--- src/ppc_map.vh ---
// command offsets, field positions, reset values and timing figures of the port command registers
// included by every design file of the block; definitions only
`ifndef PPC_MAP_VH
`define PPC_MAP_VH

// command offsets
`define PPC_CMD_PWR_EVT     8'h02
`define PPC_CMD_DET_EVT     8'h04
`define PPC_CMD_FLT_EVT     8'h06
`define PPC_CMD_SLI_EVT     8'h08
`define PPC_CMD_PWR_STAT    8'h10
`define PPC_CMD_INT_EN      8'h13
`define PPC_CMD_DC_EN       8'h14
`define PPC_CMD_DC_RESTART  8'h18
`define PPC_CMD_PWR_BTN     8'h19
`define PPC_CMD_RST_BTN     8'h1a
`define PPC_CMD_LEG_SEL     8'h20
`define PPC_CMD_TEC_SEL     8'h21
`define PPC_CMD_DEFER_TMR   8'h27

// reset push-button bits
`define PPC_RST_CLR_ALL     7
`define PPC_RST_REL_PIN     6
`define PPC_RST_ALL         4

// reset values
`define PPC_RST_VAL8        8'h00
`define PPC_RST_VAL4        4'h0
`define PPC_RST_VAL2        2'h0

// operating modes
`define PPC_MODE_OFF        2'h0
`define PPC_MODE_MANUAL     2'h1
`define PPC_MODE_SEMI       2'h2
`define PPC_MODE_AUTO       2'h3

// legacy detect select codes
`define PPC_LEG_STD         2'h0
`define PPC_LEG_ONLY        2'h1
`define PPC_LEG_STD_LEG     2'h2
`define PPC_LEG_RSVD        2'h3

// second class event select codes
`define PPC_TEC_OFF         2'h0
`define PPC_TEC_ON_A        2'h1
`define PPC_TEC_RSVD        2'h2
`define PPC_TEC_ON_B        2'h3

// event group order, shared by event vectors and interrupt enable bits
`define PPC_EV_PEC          0
`define PPC_EV_PGC          1
`define PPC_EV_DETC         2
`define PPC_EV_CLSC         3
`define PPC_EV_DISF         4
`define PPC_EV_ICUT         5
`define PPC_EV_ILIM         6
`define PPC_EV_STRT         7
`define PPC_EV_NC_MASK      8'h0f

// timing
`define PPC_T_STEP_MS       10
`define PPC_CLK_KHZ         10000

`endif

--- src/ppc_defer_timer.v ---
// interrupt deferral timer: releases pending non-critical interrupts every N steps
// assumes a one-cycle load pulse whenever the count field is written
`timescale 1ns/1ps
`include "ppc_map.vh"

module ppc_defer_timer #(
  parameter STEP_CYCLES = 100000
) (
  // clock and reset
  input  wire       i_clk,
  input  wire       i_arst_n,
  input  wire       i_srst,
  // control
  input  wire       i_load,
  input  wire [3:0] i_count,
  // release strobe
  output reg        o_release
);

  localparam SW = $clog2(STEP_CYCLES + 1);
  localparam [SW-1:0] STEP_LAST = STEP_CYCLES - 1;

  reg  [SW-1:0] step_q;
  reg  [3:0]    tcnt_q;
  wire          tick;

  assign tick = (step_q == STEP_LAST);

  // step divider and running count, reloaded at one
  always @(posedge i_clk or negedge i_arst_n) begin
    if (!i_arst_n) begin
      step_q    <= {SW{1'b0}};
      tcnt_q    <= `PPC_RST_VAL4;
      o_release <= 1'b0;
    end else if (i_srst || i_load) begin
      step_q    <= {SW{1'b0}};
      tcnt_q    <= i_srst ? `PPC_RST_VAL4 : i_count;
      o_release <= 1'b0;
    end else begin
      o_release <= 1'b0;
      step_q    <= tick ? {SW{1'b0}} : step_q + {{(SW-1){1'b0}}, 1'b1};
      if (tick && (i_count != `PPC_RST_VAL4)) begin
        if (tcnt_q <= 4'h1) begin
          o_release <= 1'b1;              // [RQ19]
          tcnt_q    <= i_count;           // [RQ19]
        end else begin
          tcnt_q <= tcnt_q - 4'h1;
        end
      end
    end
  end

endmodule

--- src/ppc_port_ctl.v ---
// per-port power, event, enable and classification control
// assumes button and write strobes are one-cycle pulses on i_clk
`timescale 1ns/1ps
`include "ppc_map.vh"

module ppc_port_ctl (
  // clock and reset
  input  wire       i_clk,
  input  wire       i_arst_n,
  input  wire       i_srst,
  // configuration
  input  wire [1:0] i_mode,
  input  wire [1:0] i_tec_sel,
  // command strobes
  input  wire       i_off_btn,
  input  wire       i_on_btn,
  input  wire       i_rst_btn,
  input  wire       i_rdet_btn,
  input  wire       i_rcls_btn,
  input  wire       i_en_wr,
  input  wire       i_cls_en_wd,
  input  wire       i_det_en_wd,
  input  wire       i_clr_all,
  // port engine
  input  wire       i_pg_in,
  input  wire       i_cooldown,
  input  wire       i_fault_off,
  input  wire       i_det_good,
  input  wire       i_det_legacy,
  input  wire [7:0] i_evt_set,
  // state
  output reg        o_pe,
  output reg        o_pg,
  output reg  [7:0] o_evt,
  output reg        o_cls_en,
  output reg        o_det_en,
  output reg        o_two_evt,
  // action strobes and detection run level
  output reg        o_clr_volt,
  output reg        o_clr_res,
  output reg        o_clr_stat,
  output reg        o_cd_cancel,
  output reg        o_det_go,
  output wire       o_det_run
);

  wire       semi_auto;
  wire       off_req;
  wire       on_req;
  wire       pe_d;
  wire       pg_d;
  wire [7:0] clr;
  wire [7:0] set;
  reg        arm_q;
  wire       tec_on;

  assign semi_auto = (i_mode == `PPC_MODE_SEMI) || (i_mode == `PPC_MODE_AUTO);
  assign off_req   = i_off_btn | i_rst_btn | i_fault_off;             // [RQ11] [RQ23]
  assign on_req    = (i_on_btn && (i_mode != `PPC_MODE_OFF) && ((i_mode == `PPC_MODE_MANUAL) || !i_cooldown))
                   || ((i_mode == `PPC_MODE_AUTO) && i_det_good && !i_det_legacy && !i_cooldown);   // [RQ16]
  assign pe_d      = off_req ? 1'b0 : (on_req ? 1'b1 : o_pe);         // [RQ3] [RQ13] [RQ23]
  assign pg_d      = off_req ? 1'b0 : (o_pe & i_pg_in);               // [RQ3] [RQ13]

  // off and reset buttons clear detection, fault and start events
  assign clr = {8{i_clr_all}} | ({8{i_off_btn | i_rst_btn}} & 8'hfc);  // [RQ2] [RQ11] [RQ7]
  assign set = i_evt_set
             | ({7'h00, o_pe != pe_d} << `PPC_EV_PEC)
             | ({7'h00, (o_pg != pg_d) || (off_req && o_pe)} << `PPC_EV_PGC);   // [RQ3] [RQ13]

  assign tec_on    = (i_tec_sel == `PPC_TEC_ON_A) || (i_tec_sel == `PPC_TEC_ON_B);
  assign o_det_run = semi_auto && o_det_en && !o_pe && !i_cooldown;   // [RQ15]

  always @(posedge i_clk or negedge i_arst_n) begin
    if (!i_arst_n) begin
      o_pe        <= 1'b0;
      o_pg        <= 1'b0;
      o_evt       <= `PPC_RST_VAL8;
      o_cls_en    <= 1'b0;
      o_det_en    <= 1'b0;
      o_two_evt   <= 1'b0;
      arm_q       <= 1'b0;
      o_clr_volt  <= 1'b0;
      o_clr_res   <= 1'b0;
      o_clr_stat  <= 1'b0;
      o_cd_cancel <= 1'b0;
      o_det_go    <= 1'b0;
    end else if (i_srst) begin
      o_pe        <= 1'b0;
      o_pg        <= 1'b0;
      o_evt       <= `PPC_RST_VAL8;
      o_cls_en    <= 1'b0;
      o_det_en    <= 1'b0;
      o_two_evt   <= 1'b0;
      arm_q       <= 1'b0;
      o_clr_volt  <= 1'b0;
      o_clr_res   <= 1'b0;
      o_clr_stat  <= 1'b0;
      o_cd_cancel <= 1'b0;
      o_det_go    <= 1'b0;
    end else begin
      o_pe        <= pe_d;
      o_pg        <= pg_d;
      o_evt       <= (o_evt & ~clr) | set;                            // set wins over clear
      o_clr_volt  <= i_off_btn | i_rst_btn;                           // [RQ1] [RQ11]
      o_clr_stat  <= i_off_btn | i_rst_btn;                           // [RQ1] [RQ11]
      o_clr_res   <= i_off_btn;                                       // [RQ1]
      o_cd_cancel <= i_rst_btn & i_cooldown;                          // [RQ12]
      o_det_go    <= i_rdet_btn;                                      // [RQ15]
      if (i_off_btn || i_rst_btn) begin
        o_cls_en <= 1'b0;                                             // [RQ2] [RQ11]
        o_det_en <= 1'b0;                                             // [RQ2] [RQ11]
        arm_q    <= 1'b0;
      end else begin
        if (i_en_wr) begin
          o_cls_en <= i_cls_en_wd;
          o_det_en <= i_det_en_wd;
        end else begin
          if (i_rcls_btn && semi_auto) o_cls_en <= 1'b1;
          if (i_rdet_btn && semi_auto) o_det_en <= 1'b1;
        end
        if ((i_rcls_btn && (i_mode == `PPC_MODE_MANUAL)) || (i_on_btn && (i_mode == `PPC_MODE_SEMI)))
          arm_q <= 1'b1;                                              // [RQ18]
      end
      o_two_evt <= tec_on && (i_mode != `PPC_MODE_OFF)
                && ((i_mode == `PPC_MODE_AUTO) || o_cls_en || arm_q); // [RQ17] [RQ18]
    end
  end

endmodule

--- src/ppc_cmd_regs.v ---
// command and configuration registers of a four-port power-sourcing controller
// assumes a command front end on i_clk that delivers one-cycle read and write strobes
`timescale 1ns/1ps
`include "ppc_map.vh"

// Overview of operation
// RQ1 - power-off clears voltage, resistance, status
// RQ2 - power-off clears port events and enables
// RQ3 - powered port off: set change events, clear status
// RQ4 - host checks power good before power-off
// RQ5 - reset register bits act once on one
// RQ6 - host waits 1.2 ms before enable write
// RQ7 - clear-all wipes events, enables, releases interrupt
// RQ8 - release-interrupt frees pin, keeps events
// RQ9 - reset-all equals power-up reset
// RQ10 - host checks power good before port reset
// RQ11 - port reset turns off, clears all but resistance
// RQ12 - port reset cancels cool-down lockout
// RQ13 - powered port reset: set change events
// RQ14 - legacy field picks detection sequence
// RQ15 - detection starts on button or enable
// RQ16 - legacy device never powered automatically
// RQ17 - two-event field arms second classification
// RQ18 - two-event applies per operating mode
// RQ19 - nonzero timer releases deferred interrupts periodically
// RQ20 - zero timer passes interrupts at once
// RQ21 - timer field reads back written value
// RQ22 - host keeps timer upper bits at reset
// RQ23 - off and on together powers off
// RQ24 - critical interrupts bypass deferral
module ppc_cmd_regs #(
  parameter PORTS       = 4,
  parameter STEP_CYCLES = `PPC_T_STEP_MS * `PPC_CLK_KHZ
) (
  // clock and reset
  input  wire               i_clk,
  input  wire               i_arst_n,
  // command port
  input  wire               i_wr_stb,
  input  wire               i_rd_stb,
  input  wire [7:0]         i_cmd,
  input  wire [7:0]         i_wdata,
  output reg  [7:0]         o_rdata,
  output reg                o_rd_valid,
  // operating mode
  input  wire [1:0]         i_mode,
  // port engine inputs
  input  wire [PORTS-1:0]   i_pg_in,
  input  wire [PORTS-1:0]   i_cooldown,
  input  wire [PORTS-1:0]   i_fault_off,
  input  wire [PORTS-1:0]   i_det_good,
  input  wire [PORTS-1:0]   i_det_legacy,
  input  wire [PORTS-1:0]   i_clsc_set,
  input  wire [PORTS-1:0]   i_detc_set,
  input  wire [PORTS-1:0]   i_disf_set,
  input  wire [PORTS-1:0]   i_icut_set,
  input  wire [PORTS-1:0]   i_ilim_set,
  input  wire [PORTS-1:0]   i_strt_set,
  // port engine outputs
  output wire [PORTS-1:0]   o_port_power,
  output wire [PORTS-1:0]   o_clear_voltage,
  output wire [PORTS-1:0]   o_clear_resistance,
  output wire [PORTS-1:0]   o_clear_status,
  output wire [PORTS-1:0]   o_cooldown_cancel,
  output wire [PORTS-1:0]   o_detect_go,
  output wire [PORTS-1:0]   o_detect_run,
  output wire [2*PORTS-1:0] o_detect_seq,
  output wire [PORTS-1:0]   o_second_class_arm,
  output reg                o_restart_class,
  output reg  [PORTS-1:0]   o_restart_class_port,
  // system
  output wire               o_soft_reset,
  output wire               o_int_n
);

  // command decode used for every register write; reads decode i_cmd in the read case
  function hit;
    input [7:0] a;
    input [7:0] c;
    begin
      hit = (a == c);
    end
  endfunction

  // configuration registers, soft reset flag and interrupt path state
  reg  [7:0]         leg_sel_q;
  reg  [7:0]         tec_sel_q;
  reg  [7:0]         defer_q;
  reg  [7:0]         int_en_q;
  reg                srst_q;
  reg                int_q;
  reg                act_q;
  reg  [7:0]         dlv_q;

  // write strobes
  wire               wr_pwr;
  wire               wr_rst;
  wire               wr_en;
  wire               wr_restart;
  wire               wr_defer;
  wire               clr_all;
  wire               rel_pin;
  wire               do_srst;

  // per-port state gathered by group
  wire [PORTS-1:0]   pe;
  wire [PORTS-1:0]   pg;
  wire [PORTS-1:0]   cls_en;
  wire [PORTS-1:0]   det_en;
  wire [8*PORTS-1:0] evt_flat;
  reg  [PORTS-1:0]   grp [0:7];
  reg  [7:0]         grp_nz;
  integer            gi;
  integer            pi;

  // interrupt path
  wire               tmr_release;
  wire               release_now;
  wire [7:0]         dlv_d;
  wire [7:0]         seen;
  wire               act;

  assign wr_pwr     = i_wr_stb && hit(i_cmd, `PPC_CMD_PWR_BTN);
  assign wr_rst     = i_wr_stb && hit(i_cmd, `PPC_CMD_RST_BTN);
  assign wr_en      = i_wr_stb && hit(i_cmd, `PPC_CMD_DC_EN);
  assign wr_restart = i_wr_stb && hit(i_cmd, `PPC_CMD_DC_RESTART);
  assign wr_defer   = i_wr_stb && hit(i_cmd, `PPC_CMD_DEFER_TMR);
  assign clr_all    = wr_rst && i_wdata[`PPC_RST_CLR_ALL];                // [RQ5] [RQ7]
  assign rel_pin    = wr_rst && i_wdata[`PPC_RST_REL_PIN];                // [RQ5] [RQ8]
  assign do_srst    = wr_rst && i_wdata[`PPC_RST_ALL];                    // [RQ5] [RQ9]
  assign o_soft_reset = srst_q;

  // configuration register writes and soft reset flag
  always @(posedge i_clk or negedge i_arst_n) begin
    if (!i_arst_n) begin
      leg_sel_q <= `PPC_RST_VAL8;
      tec_sel_q <= `PPC_RST_VAL8;
      defer_q   <= `PPC_RST_VAL8;
      int_en_q  <= `PPC_RST_VAL8;
      srst_q    <= 1'b0;
    end else if (srst_q) begin
      leg_sel_q <= `PPC_RST_VAL8;                                         // [RQ9]
      tec_sel_q <= `PPC_RST_VAL8;                                         // [RQ9]
      defer_q   <= `PPC_RST_VAL8;                                         // [RQ9]
      int_en_q  <= `PPC_RST_VAL8;                                         // [RQ9]
      srst_q    <= 1'b0;
    end else begin
      srst_q <= do_srst;
      if (i_wr_stb && hit(i_cmd, `PPC_CMD_LEG_SEL))
        leg_sel_q <= i_wdata;
      if (i_wr_stb && hit(i_cmd, `PPC_CMD_TEC_SEL))
        tec_sel_q <= i_wdata;
      if (wr_defer)
        defer_q <= i_wdata;                                               // [RQ21] [RQ22]
      if (clr_all)
        int_en_q <= `PPC_RST_VAL8;                                        // [RQ7]
      else if (i_wr_stb && hit(i_cmd, `PPC_CMD_INT_EN))
        int_en_q <= i_wdata;
    end
  end

  // restart class strobes go straight to the classification engine
  always @(posedge i_clk or negedge i_arst_n) begin
    if (!i_arst_n) begin
      o_restart_class      <= 1'b0;
      o_restart_class_port <= {PORTS{1'b0}};
    end else begin
      o_restart_class      <= wr_restart && !srst_q && (|i_wdata[2*PORTS-1:PORTS]);
      o_restart_class_port <= (wr_restart && !srst_q) ? i_wdata[2*PORTS-1:PORTS] : {PORTS{1'b0}};
    end
  end

  // one controller per port
  genvar p;
  generate
    for (p = 0; p < PORTS; p = p + 1) begin : g_port
      wire [7:0] evt_set;

      assign evt_set = ({7'h00, i_clsc_set[p]} << `PPC_EV_CLSC)
                     | ({7'h00, i_detc_set[p]} << `PPC_EV_DETC)
                     | ({7'h00, i_disf_set[p]} << `PPC_EV_DISF)
                     | ({7'h00, i_icut_set[p]} << `PPC_EV_ICUT)
                     | ({7'h00, i_ilim_set[p]} << `PPC_EV_ILIM)
                     | ({7'h00, i_strt_set[p]} << `PPC_EV_STRT);

      // detection sequence select, reserved code falls back to standard
      assign o_detect_seq[2*p+1:2*p] = (leg_sel_q[2*p+1:2*p] == `PPC_LEG_RSVD) ?
                                       `PPC_LEG_STD : leg_sel_q[2*p+1:2*p];         // [RQ14]

      ppc_port_ctl u_port (
        .i_clk        (i_clk),
        .i_arst_n     (i_arst_n),
        .i_srst       (srst_q),
        .i_mode       (i_mode),
        .i_tec_sel    (tec_sel_q[2*p+1:2*p]),
        .i_off_btn    (wr_pwr && i_wdata[PORTS+p]),
        .i_on_btn     (wr_pwr && i_wdata[p]),
        .i_rst_btn    (wr_rst && i_wdata[p]),
        .i_rdet_btn   (wr_restart && i_wdata[p]),
        .i_rcls_btn   (wr_restart && i_wdata[PORTS+p]),
        .i_en_wr      (wr_en),
        .i_cls_en_wd  (i_wdata[PORTS+p]),
        .i_det_en_wd  (i_wdata[p]),
        .i_clr_all    (clr_all),
        .i_pg_in      (i_pg_in[p]),
        .i_cooldown   (i_cooldown[p]),
        .i_fault_off  (i_fault_off[p]),
        .i_det_good   (i_det_good[p]),
        .i_det_legacy (i_det_legacy[p]),
        .i_evt_set    (evt_set),
        .o_pe         (pe[p]),
        .o_pg         (pg[p]),
        .o_evt        (evt_flat[8*p+7:8*p]),
        .o_cls_en     (cls_en[p]),
        .o_det_en     (det_en[p]),
        .o_two_evt    (o_second_class_arm[p]),
        .o_clr_volt   (o_clear_voltage[p]),
        .o_clr_res    (o_clear_resistance[p]),
        .o_clr_stat   (o_clear_status[p]),
        .o_cd_cancel  (o_cooldown_cancel[p]),
        .o_det_go     (o_detect_go[p]),
        .o_det_run    (o_detect_run[p])
      );
    end
  endgenerate

  assign o_port_power = pe;

  // regroup events as one vector per event kind
  always @* begin
    for (gi = 0; gi < 8; gi = gi + 1) begin
      for (pi = 0; pi < PORTS; pi = pi + 1)
        grp[gi][pi] = evt_flat[8*pi+gi];
      grp_nz[gi] = |grp[gi];
    end
  end

  // deferral timer for non-critical events
  ppc_defer_timer #(
    .STEP_CYCLES (STEP_CYCLES)
  ) u_defer (
    .i_clk     (i_clk),
    .i_arst_n  (i_arst_n),
    .i_srst    (srst_q),
    .i_load    (wr_defer),
    .i_count   (wr_defer ? i_wdata[3:0] : defer_q[3:0]),
    .o_release (tmr_release)
  );

  assign release_now = (defer_q[3:0] == `PPC_RST_VAL4) || tmr_release;    // [RQ19] [RQ20]
  // a delivered group stays delivered while its events remain pending
  assign dlv_d = (dlv_q & grp_nz) | ({8{release_now}} & grp_nz);
  assign seen  = (dlv_d & `PPC_EV_NC_MASK) | (grp_nz & ~`PPC_EV_NC_MASK); // [RQ24]
  assign act   = |(seen & int_en_q);

  // interrupt pin latch, a new event wins over a release in the same cycle
  always @(posedge i_clk or negedge i_arst_n) begin
    if (!i_arst_n) begin
      dlv_q <= `PPC_RST_VAL8;
      act_q <= 1'b0;
      int_q <= 1'b0;
    end else if (srst_q) begin
      dlv_q <= `PPC_RST_VAL8;
      act_q <= 1'b0;
      int_q <= 1'b0;
    end else begin
      dlv_q <= dlv_d;
      act_q <= act;
      if (act && !act_q)
        int_q <= 1'b1;
      else if (clr_all || rel_pin)
        int_q <= 1'b0;                                                    // [RQ7] [RQ8]
    end
  end

  assign o_int_n = ~int_q;

  // register reads, write-only and unmapped commands read as zero
  always @(posedge i_clk or negedge i_arst_n) begin
    if (!i_arst_n) begin
      o_rdata    <= `PPC_RST_VAL8;
      o_rd_valid <= 1'b0;
    end else begin
      o_rd_valid <= i_rd_stb;
      if (i_rd_stb) begin
        case (i_cmd)
          `PPC_CMD_PWR_EVT:   o_rdata <= {grp[`PPC_EV_PGC],  grp[`PPC_EV_PEC]};
          `PPC_CMD_DET_EVT:   o_rdata <= {grp[`PPC_EV_CLSC], grp[`PPC_EV_DETC]};
          `PPC_CMD_FLT_EVT:   o_rdata <= {grp[`PPC_EV_DISF], grp[`PPC_EV_ICUT]};
          `PPC_CMD_SLI_EVT:   o_rdata <= {grp[`PPC_EV_ILIM], grp[`PPC_EV_STRT]};
          `PPC_CMD_PWR_STAT:  o_rdata <= {pg, pe};
          `PPC_CMD_INT_EN:    o_rdata <= int_en_q;
          `PPC_CMD_DC_EN:     o_rdata <= {cls_en, det_en};
          `PPC_CMD_LEG_SEL:   o_rdata <= leg_sel_q;
          `PPC_CMD_TEC_SEL:   o_rdata <= tec_sel_q;
          `PPC_CMD_DEFER_TMR: o_rdata <= defer_q;                         // [RQ21]
          default:            o_rdata <= `PPC_RST_VAL8;
        endcase
      end
    end
  end

endmodule

--- config.mk ---
export PLATFORM = sky130hd
export DESIGN_NAME = ppc_cmd_regs
export DESIGN_NICKNAME = d
export VERILOG_FILES = /design/src/ppc_defer_timer.v /design/src/ppc_port_ctl.v /design/src/ppc_cmd_regs.v
export VERILOG_INCLUDE_DIRS = /design/src
export SDC_FILE = /design/constraint.sdc
export NUM_CORES = 1
export LEC_CHECK = 0
export ABC_AREA = 1
export BUFFER_PORTS_ARGS = -buffer_cell sky130_fd_sc_hd__buf_2
export CELL_PAD_IN_SITES_DETAIL_PLACEMENT = 0
export CELL_PAD_IN_SITES_GLOBAL_PLACEMENT = 1
export CORE_ASPECT_RATIO = 1.5
export CORE_MARGIN = 1.5
export CORE_UTILIZATION = 45
export CTS_CLUSTER_SIZE = 40
export DETAILED_ROUTE_END_ITERATION = 8
export PLACE_DENSITY_LB_ADDON = 0.1
export REMOVE_ABC_BUFFERS = 1
export SLEW_MARGIN = 10
export SYNTH_ARGS = -nofsm -noshare
export SYNTH_HDL_FRONTEND = slang
export SYNTH_SLANG_ARGS = --single-unit
export TNS_END_PERCENT = 10
--- constraint.sdc ---
create_clock -name i_clk -period 3.7 [get_ports i_clk]
set_input_delay 0.74 -clock i_clk [delete_from_list [all_inputs] [get_ports i_clk]]
set_output_delay 0.74 -clock i_clk [all_outputs]
set_load 0.05 [all_outputs]
* Word-level counts from Yosys, hierarchy flattened *
Cells that the tools add are included.

cells by class
  add/sub/neg operators = 2
  multiply operators = 0
  divide/modulo/power cells = 0
  order comparisons = 1
  eq/ne operators = 37
  shift operators = 0
  multiplexer cells = 119
  bitwise gates (word level) = 66
  reductions and logical operators = 176

operators with widths
  kind                   count
  $mux 8                 14
  $logic_and 1x1->1      95
  $mux 1                 92
  $pmux 8 s10            1
  $or 8x8->8             9
  $and 8x8->8            7
  $eq 8x5->1 const B     6
  $logic_or 1x1->1       36
  $reduce_bool 4->1      9
  $reduce_or 4->1        9
  $mux 17                2
  $not 8->8              4
  $or 7x8->8             4
  $or 8x1->8             4
  $or 8x2->8             4
  $or 6x7->7             4
  $eq 8x6->1 const B     3
  $mux 4                 6
  $or 5x6->6             4
  $eq 2x2->1 const B     10
  $or 4x5->5             4
  $reduce_bool 3->1      6
  $add 17x1->17 const B  1
  $eq 17x17->1 const B   1
  other kinds (17)       66

storage, ports and cells
  bits in registers = 151
  bits in latches = 0
  bits in writable memories = 0
  ROM bits = 0
  input bits = 66
  word-level logic and storage cells = 460
  memories kept = 0

* Longest topological paths before layout *
Gate-level depths: netlist (run 1).

  depth in word-level cells = 13
  depth in mapped cells = 12
  mapped depth without buffers = 12

* Cells and area by module *
Synthesis (run 1) repeated with hierarchy kept, for this count alone.

unflattened totals
  cell total of the unflattened synthesis = 1102
  area, all modules = 8399.3 um2

by module, submodules not included
  module           instances  cells each  area each (um2)  seq. area each (um2)
  ppc_port_ctl     4          106         893.4            450.4
  ppc_cmd_regs     1          484         3377.0           1326.3
  ppc_defer_timer  1          194         1448.9           550.5

* Worst setup path before layout (run 1) *
Ideal clock, no wire load.

  kind = input -> output
  start point = input i_mode[1]
  end point = output o_detect_run[0]
  arrival time = 1.398 ns
  data required time = 2.960 ns
  path slack = 1.562 ns
  stages on the path = 4
  buffers on the path = 2
  cell sequence = inv_1 -> clkbuf_1 -> nor4_1 -> buf_4

between the ends
  word-level cells in the longest chain between the ends = 5

ends and longest elaborated chain
  what                                line               text
  start: declaration                  ppc_cmd_regs.v:46  input wire [1:0] i_mode,
  $eq 2x2->1 (no line)                n/a
  $logic_or 1x1->1 (*)                ppc_port_ctl.v:57  assign semi_auto = (i_mode == `PPC_MODE_SEMI) || (i_mode == `PPC_MODE_AUTO);
  $logic_and 1x1->1 (*) (3 in a row)  ppc_port_ctl.v:71  assign o_det_run = semi_auto && o_det_en && !o_pe && !i_cooldown;
  end: declaration                    ppc_cmd_regs.v:66  output wire [PORTS-1:0] o_detect_run,

Mark *: on every way between the ends. The rest lies on a longest branch, timed or not.

* Worst setup path after layout (run 1) *
  start point = register srst_q (netlist: o_soft_reset)
  end point = output o_soft_reset

RTL lines
  what                      line                text
  start: declaration        ppc_cmd_regs.v:90   reg srst_q;
  start signal: assignment  ppc_cmd_regs.v:148  srst_q <= do_srst;
  end: declaration          ppc_cmd_regs.v:72   output wire o_soft_reset,

No word-level cell between the ends.

==> results of run 1 <==
cells by family after synthesis:
group                    synth area share
XOR/XNOR                          0.00337
AND/OR/NAND/NOR                     0.274
AO/OA/AOI/OAI                       0.128
flip-flops                          0.472
buffers and inverters               0.118
adder cells (fa/ha/maj)           0.00481
final cells by class:
cell class | instances | area, µm²
Fill cell | 1740 | 7890
Sequential cell | 147 | 3680
Multi-Input combinational cell | 635 | 3200
Timing Repair Buffer | 124 | 647
Inverter | 155 | 582
Clock buffer | 20 | 457
Tap cell | 210 | 263
Clock inverter | 12 | 120
registers in the layout (all words and copies together), names as in the netlist, 8 cells and up:
register	cells
leg_sel_q	8
int_en_q	8
tec_sel_q	8
defer_q	8
u_defer.step_q	17
g_port.u_port.o_evt	32
o_rdata	8
routing by layer:
layer,part of all wire,vias to the layer above
li1,-,3366
met4,0.042,0
met3,0.049,49
met5,0,-
met1,0.40,3295
met2,0.51,217
worst paths after layout:
path                                                       end  slack, ns  cells after the start
setup / recovery                                  o_soft_reset       1.07                      2
hold / removal                        tec_sel_q[1]$_DFFE_PN0P_       0.28                      1
setup reg to reg                   u_defer.step_q[7]$_DFF_PN0_       1.46                      7
hold reg to reg                    u_defer.step_q[0]$_DFF_PN0_       0.47                      1
max in group asynchronous  g_port[0].u_port.o_evt[5]$_DFF_PN0_       2.59                      2
min in group i_clk                 u_defer.step_q[0]$_DFF_PN0_       0.47                      1
worst register-to-register path: cells and delay by family, from the launching register on:
family,cells,cell delay [ns]
buf+inv,3,0.99
compound gates,2,0.23
flops,1,0.55
simple gates,2,0.39
placed cells by master, fill, tap and decap left out, types with 3 or more instances in the layout:
cell | Yosys | layout
sky130_fd_sc_hd__a21boi_0 | 4 | 4
sky130_fd_sc_hd__a21oi_1 | 47 | 47
sky130_fd_sc_hd__a22oi_1 | 4 | 4
sky130_fd_sc_hd__a311oi_1 | 5 | 5
sky130_fd_sc_hd__a31oi_1 | 3 | 3
sky130_fd_sc_hd__buf_2 | 5 | 120
sky130_fd_sc_hd__clkbuf_16 | 0 | 17
sky130_fd_sc_hd__clkinvlp_4 | 0 | 3
sky130_fd_sc_hd__dfrtp_1 | 147 | 146
sky130_fd_sc_hd__ha_1 | 3 | 3
sky130_fd_sc_hd__inv_1 | 145 | 145
sky130_fd_sc_hd__inv_2 | 9 | 9
sky130_fd_sc_hd__inv_6 | 0 | 3
sky130_fd_sc_hd__nand2_1 | 171 | 171
sky130_fd_sc_hd__nand2_2 | 10 | 10
sky130_fd_sc_hd__nand2_4 | 6 | 6
sky130_fd_sc_hd__nand3_1 | 58 | 58
sky130_fd_sc_hd__nand3_2 | 4 | 4
sky130_fd_sc_hd__nand3b_1 | 8 | 8
sky130_fd_sc_hd__nand4_1 | 16 | 16
sky130_fd_sc_hd__nor2_1 | 136 | 136
sky130_fd_sc_hd__nor2_2 | 9 | 9
sky130_fd_sc_hd__nor2_4 | 7 | 7
sky130_fd_sc_hd__nor3_1 | 16 | 16
sky130_fd_sc_hd__nor4_1 | 5 | 5
sky130_fd_sc_hd__o211ai_1 | 3 | 3
sky130_fd_sc_hd__o21ai_0 | 53 | 53
sky130_fd_sc_hd__o21ai_1 | 9 | 9
sky130_fd_sc_hd__o221ai_1 | 3 | 3
sky130_fd_sc_hd__o22ai_1 | 36 | 36
power breakdown:
group | internal, mW | switching (mW) | total (mW)
sequential | 1.72 | 0.0765 | 1.79
combinational | 0.176 | 0.381 | 0.557
clock | 0.974 | 0.724 | 1.70
total | 2.87 | 1.18 | 4.05
==> impl_metrics.env, run 1 <==
export IMPL_outcome="finished, final reports clean"
export IMPL_ys_seq_area_frac=0.472
export IMPL_post_route_worst_setup_slack_ns=1.07
export IMPL_detail_route_wl_per_cell_um=18.8
export IMPL_top_achievable_clock_speed_ghz=0.380
export IMPL_max_vdd_drop_mv=0.315
export IMPL_cp_cell_sequence="buf_4 -> buf_2"
export IMPL_average_size_of_a_mapped_cell_um2=7.89
export IMPL_worst_r2r_startpoint="o_soft_reset$_DFF_PN0_"
export IMPL_port_buffer_count=121
export IMPL_total_of_hold_buffers_inserted_after_clock_tree_synthesis=0
export IMPL_initial_antenna_violation_count=0
export IMPL_first_global_vias=6819
export IMPL_cts_root_to_sink_buffers=2
export IMPL_min_path_type="in -> async"
export IMPL_clk_pin_slew_ns=0.06
export IMPL_cts_tree="yes"
export IMPL_timing_setup_tns_ns=0
export IMPL_site_rows=58
export IMPL_cap_violations=0
export IMPL_grt_first_pass_wirelength_um=38500
export IMPL_syn_area_um2=7800
export IMPL_met3_usage=0.0472
export IMPL_netlist_area_leader_share=0.472
export IMPL_setup_worst_path_start_class="register"
export IMPL_i_o_pin_count=122
export IMPL_hold_violations=0
export IMPL_setup_viol=0
export IMPL_floorplan_initialDensity=0.463
export IMPL_predominant_post_synthesis_flop_cell="sky130_fd_sc_hd__dfrtp_1"
export IMPL_synth_top_area_cell="sky130_fd_sc_hd__dfrtp_1"
export IMPL_clock_latency_ns=0.43
export IMPL_synth_most_common_cell="sky130_fd_sc_hd__nand2_1"
export IMPL_final_area_um2=8950
export IMPL_vias=6927
export IMPL_clk_root_buffer_cell="sky130_fd_sc_hd__clkbuf_16"
export IMPL_final_min_clock_period_ns=2.63
export IMPL_power_density_nw_per_um2=453
export IMPL_grt_met1_usage=0.338
export IMPL_synth_top_cells_by_area="sky130_fd_sc_hd__dfrtp_1, sky130_fd_sc_hd__nand2_1, sky130_fd_sc_hd__inv_1"
export IMPL_cts_htree_levels=4
export IMPL_cts_repair_resized=0
export IMPL_area_delta_synth_final_pct=14.7
export IMPL_whs_ns=0.276
export IMPL_grt_setup_unrepaired="false"
export IMPL_crit_slowest_cell="sky130_fd_sc_hd__dfrtp_2"
export IMPL_crit_family="buffers and inverters"
export IMPL_postSynthRegisterBits=147
export IMPL_insertedDiodeCount=0
export IMPL_cts_sink_count=147
export IMPL_syn_inst=988
export IMPL_route_final_wire_length_um=24500
export IMPL_gr_usage_all_layers=0.280
export IMPL_grt_overflow=0
export IMPL_fin_skew_ns=0.00829
export IMPL_max_slew_worst_pin_slew_ns=0.697
export IMPL_detail_route_drc_violations=0
export IMPL_yosys_top_cells_count="sky130_fd_sc_hd__nand2_1, sky130_fd_sc_hd__dfrtp_1, sky130_fd_sc_hd__inv_1, sky130_fd_sc_hd__nor2_1, sky130_fd_sc_hd__nand3_1"
export IMPL_core_area_um2=16800
export IMPL_worst_setup_path_end_kind="output pin"
export IMPL_worstPathArrival_ns=1.89
export IMPL_postLayoutCoreUtil=0.531
export IMPL_grt_max_degree=63
export IMPL_final_layout_size_suffix_gt1_frac=0.192
export IMPL_critPathMaxStageDelay_ns=0.61
export IMPL_synth_warnings=0
export IMPL_cts_buffers_inserted=17
export IMPL_layer_with_the_highest_usage="met2"
export IMPL_finalWeightedCongestion=0.946
export IMPL_cp_data_required_time_ns=2.96
export IMPL_synth_enable_flop_cells=0
export IMPL_critPathMaxFanout=44
export IMPL_synthDistinctLibCells=46
export IMPL_dieHeight_um=164
export IMPL_dpl_instance_area_um2=8370
export IMPL_firstDrtPassIters=5
export IMPL_worstSetupPathType="reg -> out"
export IMPL_pre_cts_slack_ns=1.04
export IMPL_cts_repair_timing_setup_buffer_count=0
export IMPL_dp_hpwl_um=19100
export IMPL_final_nets=1149
export IMPL_viasPerCell=5.32
export IMPL_fin_crit_sh=0.710
export IMPL_die_w_um=110
export IMPL_total_leakage_power_nw=4.63
export IMPL_timing_slew_headroom=0.531
export IMPL_async_reset_ff_frac=1.00
export IMPL_place_inst=1271
export IMPL_dr_first_iter_drc_count=449
export IMPL_startpoint="o_soft_reset$_DFF_PN0_"
export IMPL_critical_path_n_buffers_inverters=2
export IMPL_design_die_area_um2=18100
export IMPL_grt_util_met2=0.488
export IMPL_layout_cells_non_filler=1303
export IMPL_total_power_mw=4.05
export IMPL_report_final_slew_viol_count=0
export IMPL_drtAntennaViolNets=0
Power figures use the tool's default switching activity.
==> inputs of run 2 (changes only) <==
CORE_UTILIZATION = 42   (was 45)
clock period = 2.5 ns   (was 3.7 ns; I/O delays follow)
==> impl_metrics.env, run 2 (synthesis gave the netlist of run 1 again) <==
export IMPL_critPathMaxStageDelay_ns=0.48
export IMPL_ff2ff_path_depth=7
export IMPL_cts_tree="yes"
export IMPL_first_global_vias=7010
export IMPL_worstSetupPathType="reg -> out"
export IMPL_min_path_type="in -> async"
export IMPL_design_die_area_um2=19400
export IMPL_dpl_instance_area_um2=8480
export IMPL_cts_sink_count=147
export IMPL_dp_hpwl_um=19500
export IMPL_final_cell_mix="sky130_fd_sc_hd__nand2_1, sky130_fd_sc_hd__dfrtp_1, sky130_fd_sc_hd__inv_1, sky130_fd_sc_hd__nor2_1, sky130_fd_sc_hd__buf_2"
export IMPL_total_leakage_power_nw=4.67
export IMPL_largest_register_ff_count=32
export IMPL_grt_max_degree=55
export IMPL_final_layout_size_suffix_gt1_frac=0.198
export IMPL_area_delta_synth_final_pct=16.4
export IMPL_pwr_share_clk=0.425
export IMPL_core_area_um2=18100
export IMPL_regArea_um2=3680
export IMPL_setup_viol=0
export IMPL_place_inst=1316
export IMPL_route_final_wire_length_um=25000
export IMPL_clk_root_buffer_cell="sky130_fd_sc_hd__clkbuf_16"
export IMPL_report_final_slew_viol_count=0
export IMPL_regMostFlops="g_port.u_port.o_evt"
export IMPL_fin_skew_ns=0.00968
export IMPL_pwr_share_comb=0.138
export IMPL_die_w_um=114
export IMPL_crit_slowest_cell="sky130_fd_sc_hd__dfrtp_1"
export IMPL_final_min_clock_period_ns=2.21
export IMPL_timing_slew_headroom=0.580
export IMPL_swShare=0.290
export IMPL_setup_worst_path_start_class="register"
export IMPL_port_buffer_count=121
export IMPL_worstPathArrival_ns=1.71
export IMPL_cts_root_to_sink_buffers=2
export IMPL_detail_route_wl_per_cell_um=18.5
export IMPL_sequential_share_of_power=0.437
export IMPL_detail_route_drc_violations=0
export IMPL_most_common_cell_after_layout_fill_and_taps_aside="sky130_fd_sc_hd__nand2_1"
export IMPL_grt_overflow=0
export IMPL_detailroute_wirelength_met2_um=12700
export IMPL_reg2reg_slack_ns=0.54
export IMPL_clock_latency_ns=0.43
export IMPL_drtAntennaViolNets=0
export IMPL_vias=7027
export IMPL_total_power_mw=6.08
export IMPL_initial_antenna_violation_count=0
export IMPL_crit_reg2reg_capture="u_defer.step_q[9]$_DFF_PN0_"
export IMPL_finalWeightedCongestion=0.960
export IMPL_clk_pin_slew_ns=0.07
export IMPL_firstDrtPassIters=5
export IMPL_final_nets=1156
export IMPL_viasPerCell=5.21
export IMPL_total_of_hold_buffers_inserted_after_clock_tree_synthesis=0
export IMPL_insertedDiodeCount=0
export IMPL_highest_metal_layer_used_by_the_detailed_router="met4"
export IMPL_cts_repair_resized=0
export IMPL_crit_family="flip-flops"
export IMPL_top_achievable_clock_speed_ghz=0.452
export IMPL_hold_violations=0
export IMPL_max_slew_worst_pin_slew_ns=0.623
export IMPL_site_rows=60
export IMPL_cp_cell_sequence="nor4_1 -> buf_2"
export IMPL_outcome="finished, final reports clean"
export IMPL_critPathMaxFanout=7
export IMPL_cts_htree_levels=4
export IMPL_worst_setup_path_end_kind="output pin"
export IMPL_grt_first_pass_wirelength_um=39300
export IMPL_m1WireLength_um=9880
export IMPL_final_area_um2=9080
export IMPL_gr_usage_all_layers=0.273
export IMPL_layout_cells_non_filler=1348
export IMPL_critical_path_n_buffers_inverters=1
export IMPL_max_vdd_drop_mv=0.399
export IMPL_worst_r2r_startpoint="o_soft_reset$_DFF_PN0_"
export IMPL_fillers=1873
export IMPL_detailroute_wirelength_met3_um=1140
export IMPL_dr_first_iter_drc_count=461
export IMPL_fin_crit_sh=0.886
export IMPL_cts_repair_timing_setup_buffer_count=0
export IMPL_biggest_regs="g_port.u_port.o_evt (32), u_defer.step_q (17)"
export IMPL_i_o_pin_count=122
export IMPL_cts_buffers_inserted=17
export IMPL_timing_setup_tns_ns=0
export IMPL_cap_violations=0
export IMPL_switching_power_mw=1.76
export IMPL_floorplan_initialDensity=0.431
export IMPL_multi_input_comb_area_um2=3200
export IMPL_dieHeight_um=170
export IMPL_cp_data_required_time_ns=2.00
export IMPL_cell_internal_pwr_mw=4.31
export IMPL_grt_setup_unrepaired="false"
export IMPL_power_density_nw_per_um2=670
## run 2: cell count changes in the layout (fill, tap and decap cells not counted), sizes merged
cell    delta
inv        -3
bufinv     +1
clkinv     +4
clkbuf     -2
buf        +7
## run 2: routing by layer
| layer | track usage | vias to the layer above |
|---|---|---|
| met5 | 0 | - |
| met4 | 0.149 | 0 |
| met3 | 0.0467 | 57 |
| met2 | 0.470 | 234 |
| met1 | 0.321 | 3357 |
| li1 | - | 3379 |
## run 2: how the worst max path moves through the flow
stage	from	end	slack, ns	depth (start not counted)
finish	g_port[3].u_port.o_pe$_DFF_PN0_	o_detect_run[3]	0.29	2
global route	g_port[3].u_port.o_pe$_DFF_PN0_	o_detect_run[3]	0.33	2
CTS	g_port[3].u_port.o_pe$_DFF_PN0_	o_detect_run[3]	0.34	2
detailed placement	i_wr_stb	g_port[0].u_port.o_det_en$_DFFE_PN0P_	0.19	10
global placement	i_wr_stb	g_port[0].u_port.o_det_en$_DFFE_PN0P_	0.27	10
floorplan	o_soft_reset$_DFF_PN0_	u_defer.step_q[9]$_DFF_PN0_	-0.40	7
## run 2: final cells by class
| class | instances | area share |
|---|---|---|
| repair buffers | 131 | 0.0784 |
| flip-flops and latches | 147 | 0.405 |
| well taps | 248 | 0.0342 |
| clock buffers | 18 | 0.0484 |
| multi-input cells | 635 | 0.352 |
| inverters | 155 | 0.0641 |
| clock inverters | 14 | 0.0172 |
## run 2: power groups by stage
stage / registers [mW] / logic [mW] / clock network, mW
final: 2.65 / 0.838 / 2.59
after global routing: 2.67 / 0.939 / 2.73
after CTS: 2.65 / 0.844 / 2.61
after detailed placement: 2.69 / 0.845 / 0
after global placement: 2.69 / 0.837 / 0
after floorplan: 2.70 / 0.495 / 0
## run 2: through the flow
stage / hold WS (ns) / utilization / worst slack, ns
2_1_floorplan: 0.204 / - / -0.402
3_3_place_gp: 0.458 / 0.469 / 0.266
5_1_grt: 0.0634 / 0.502 / 0.328
6_report: 0.0316 / 0.502 / 0.286
3_5_place_dp: 0.460 / 0.469 / 0.193
4_1_cts: 0.0403 / 0.502 / 0.345
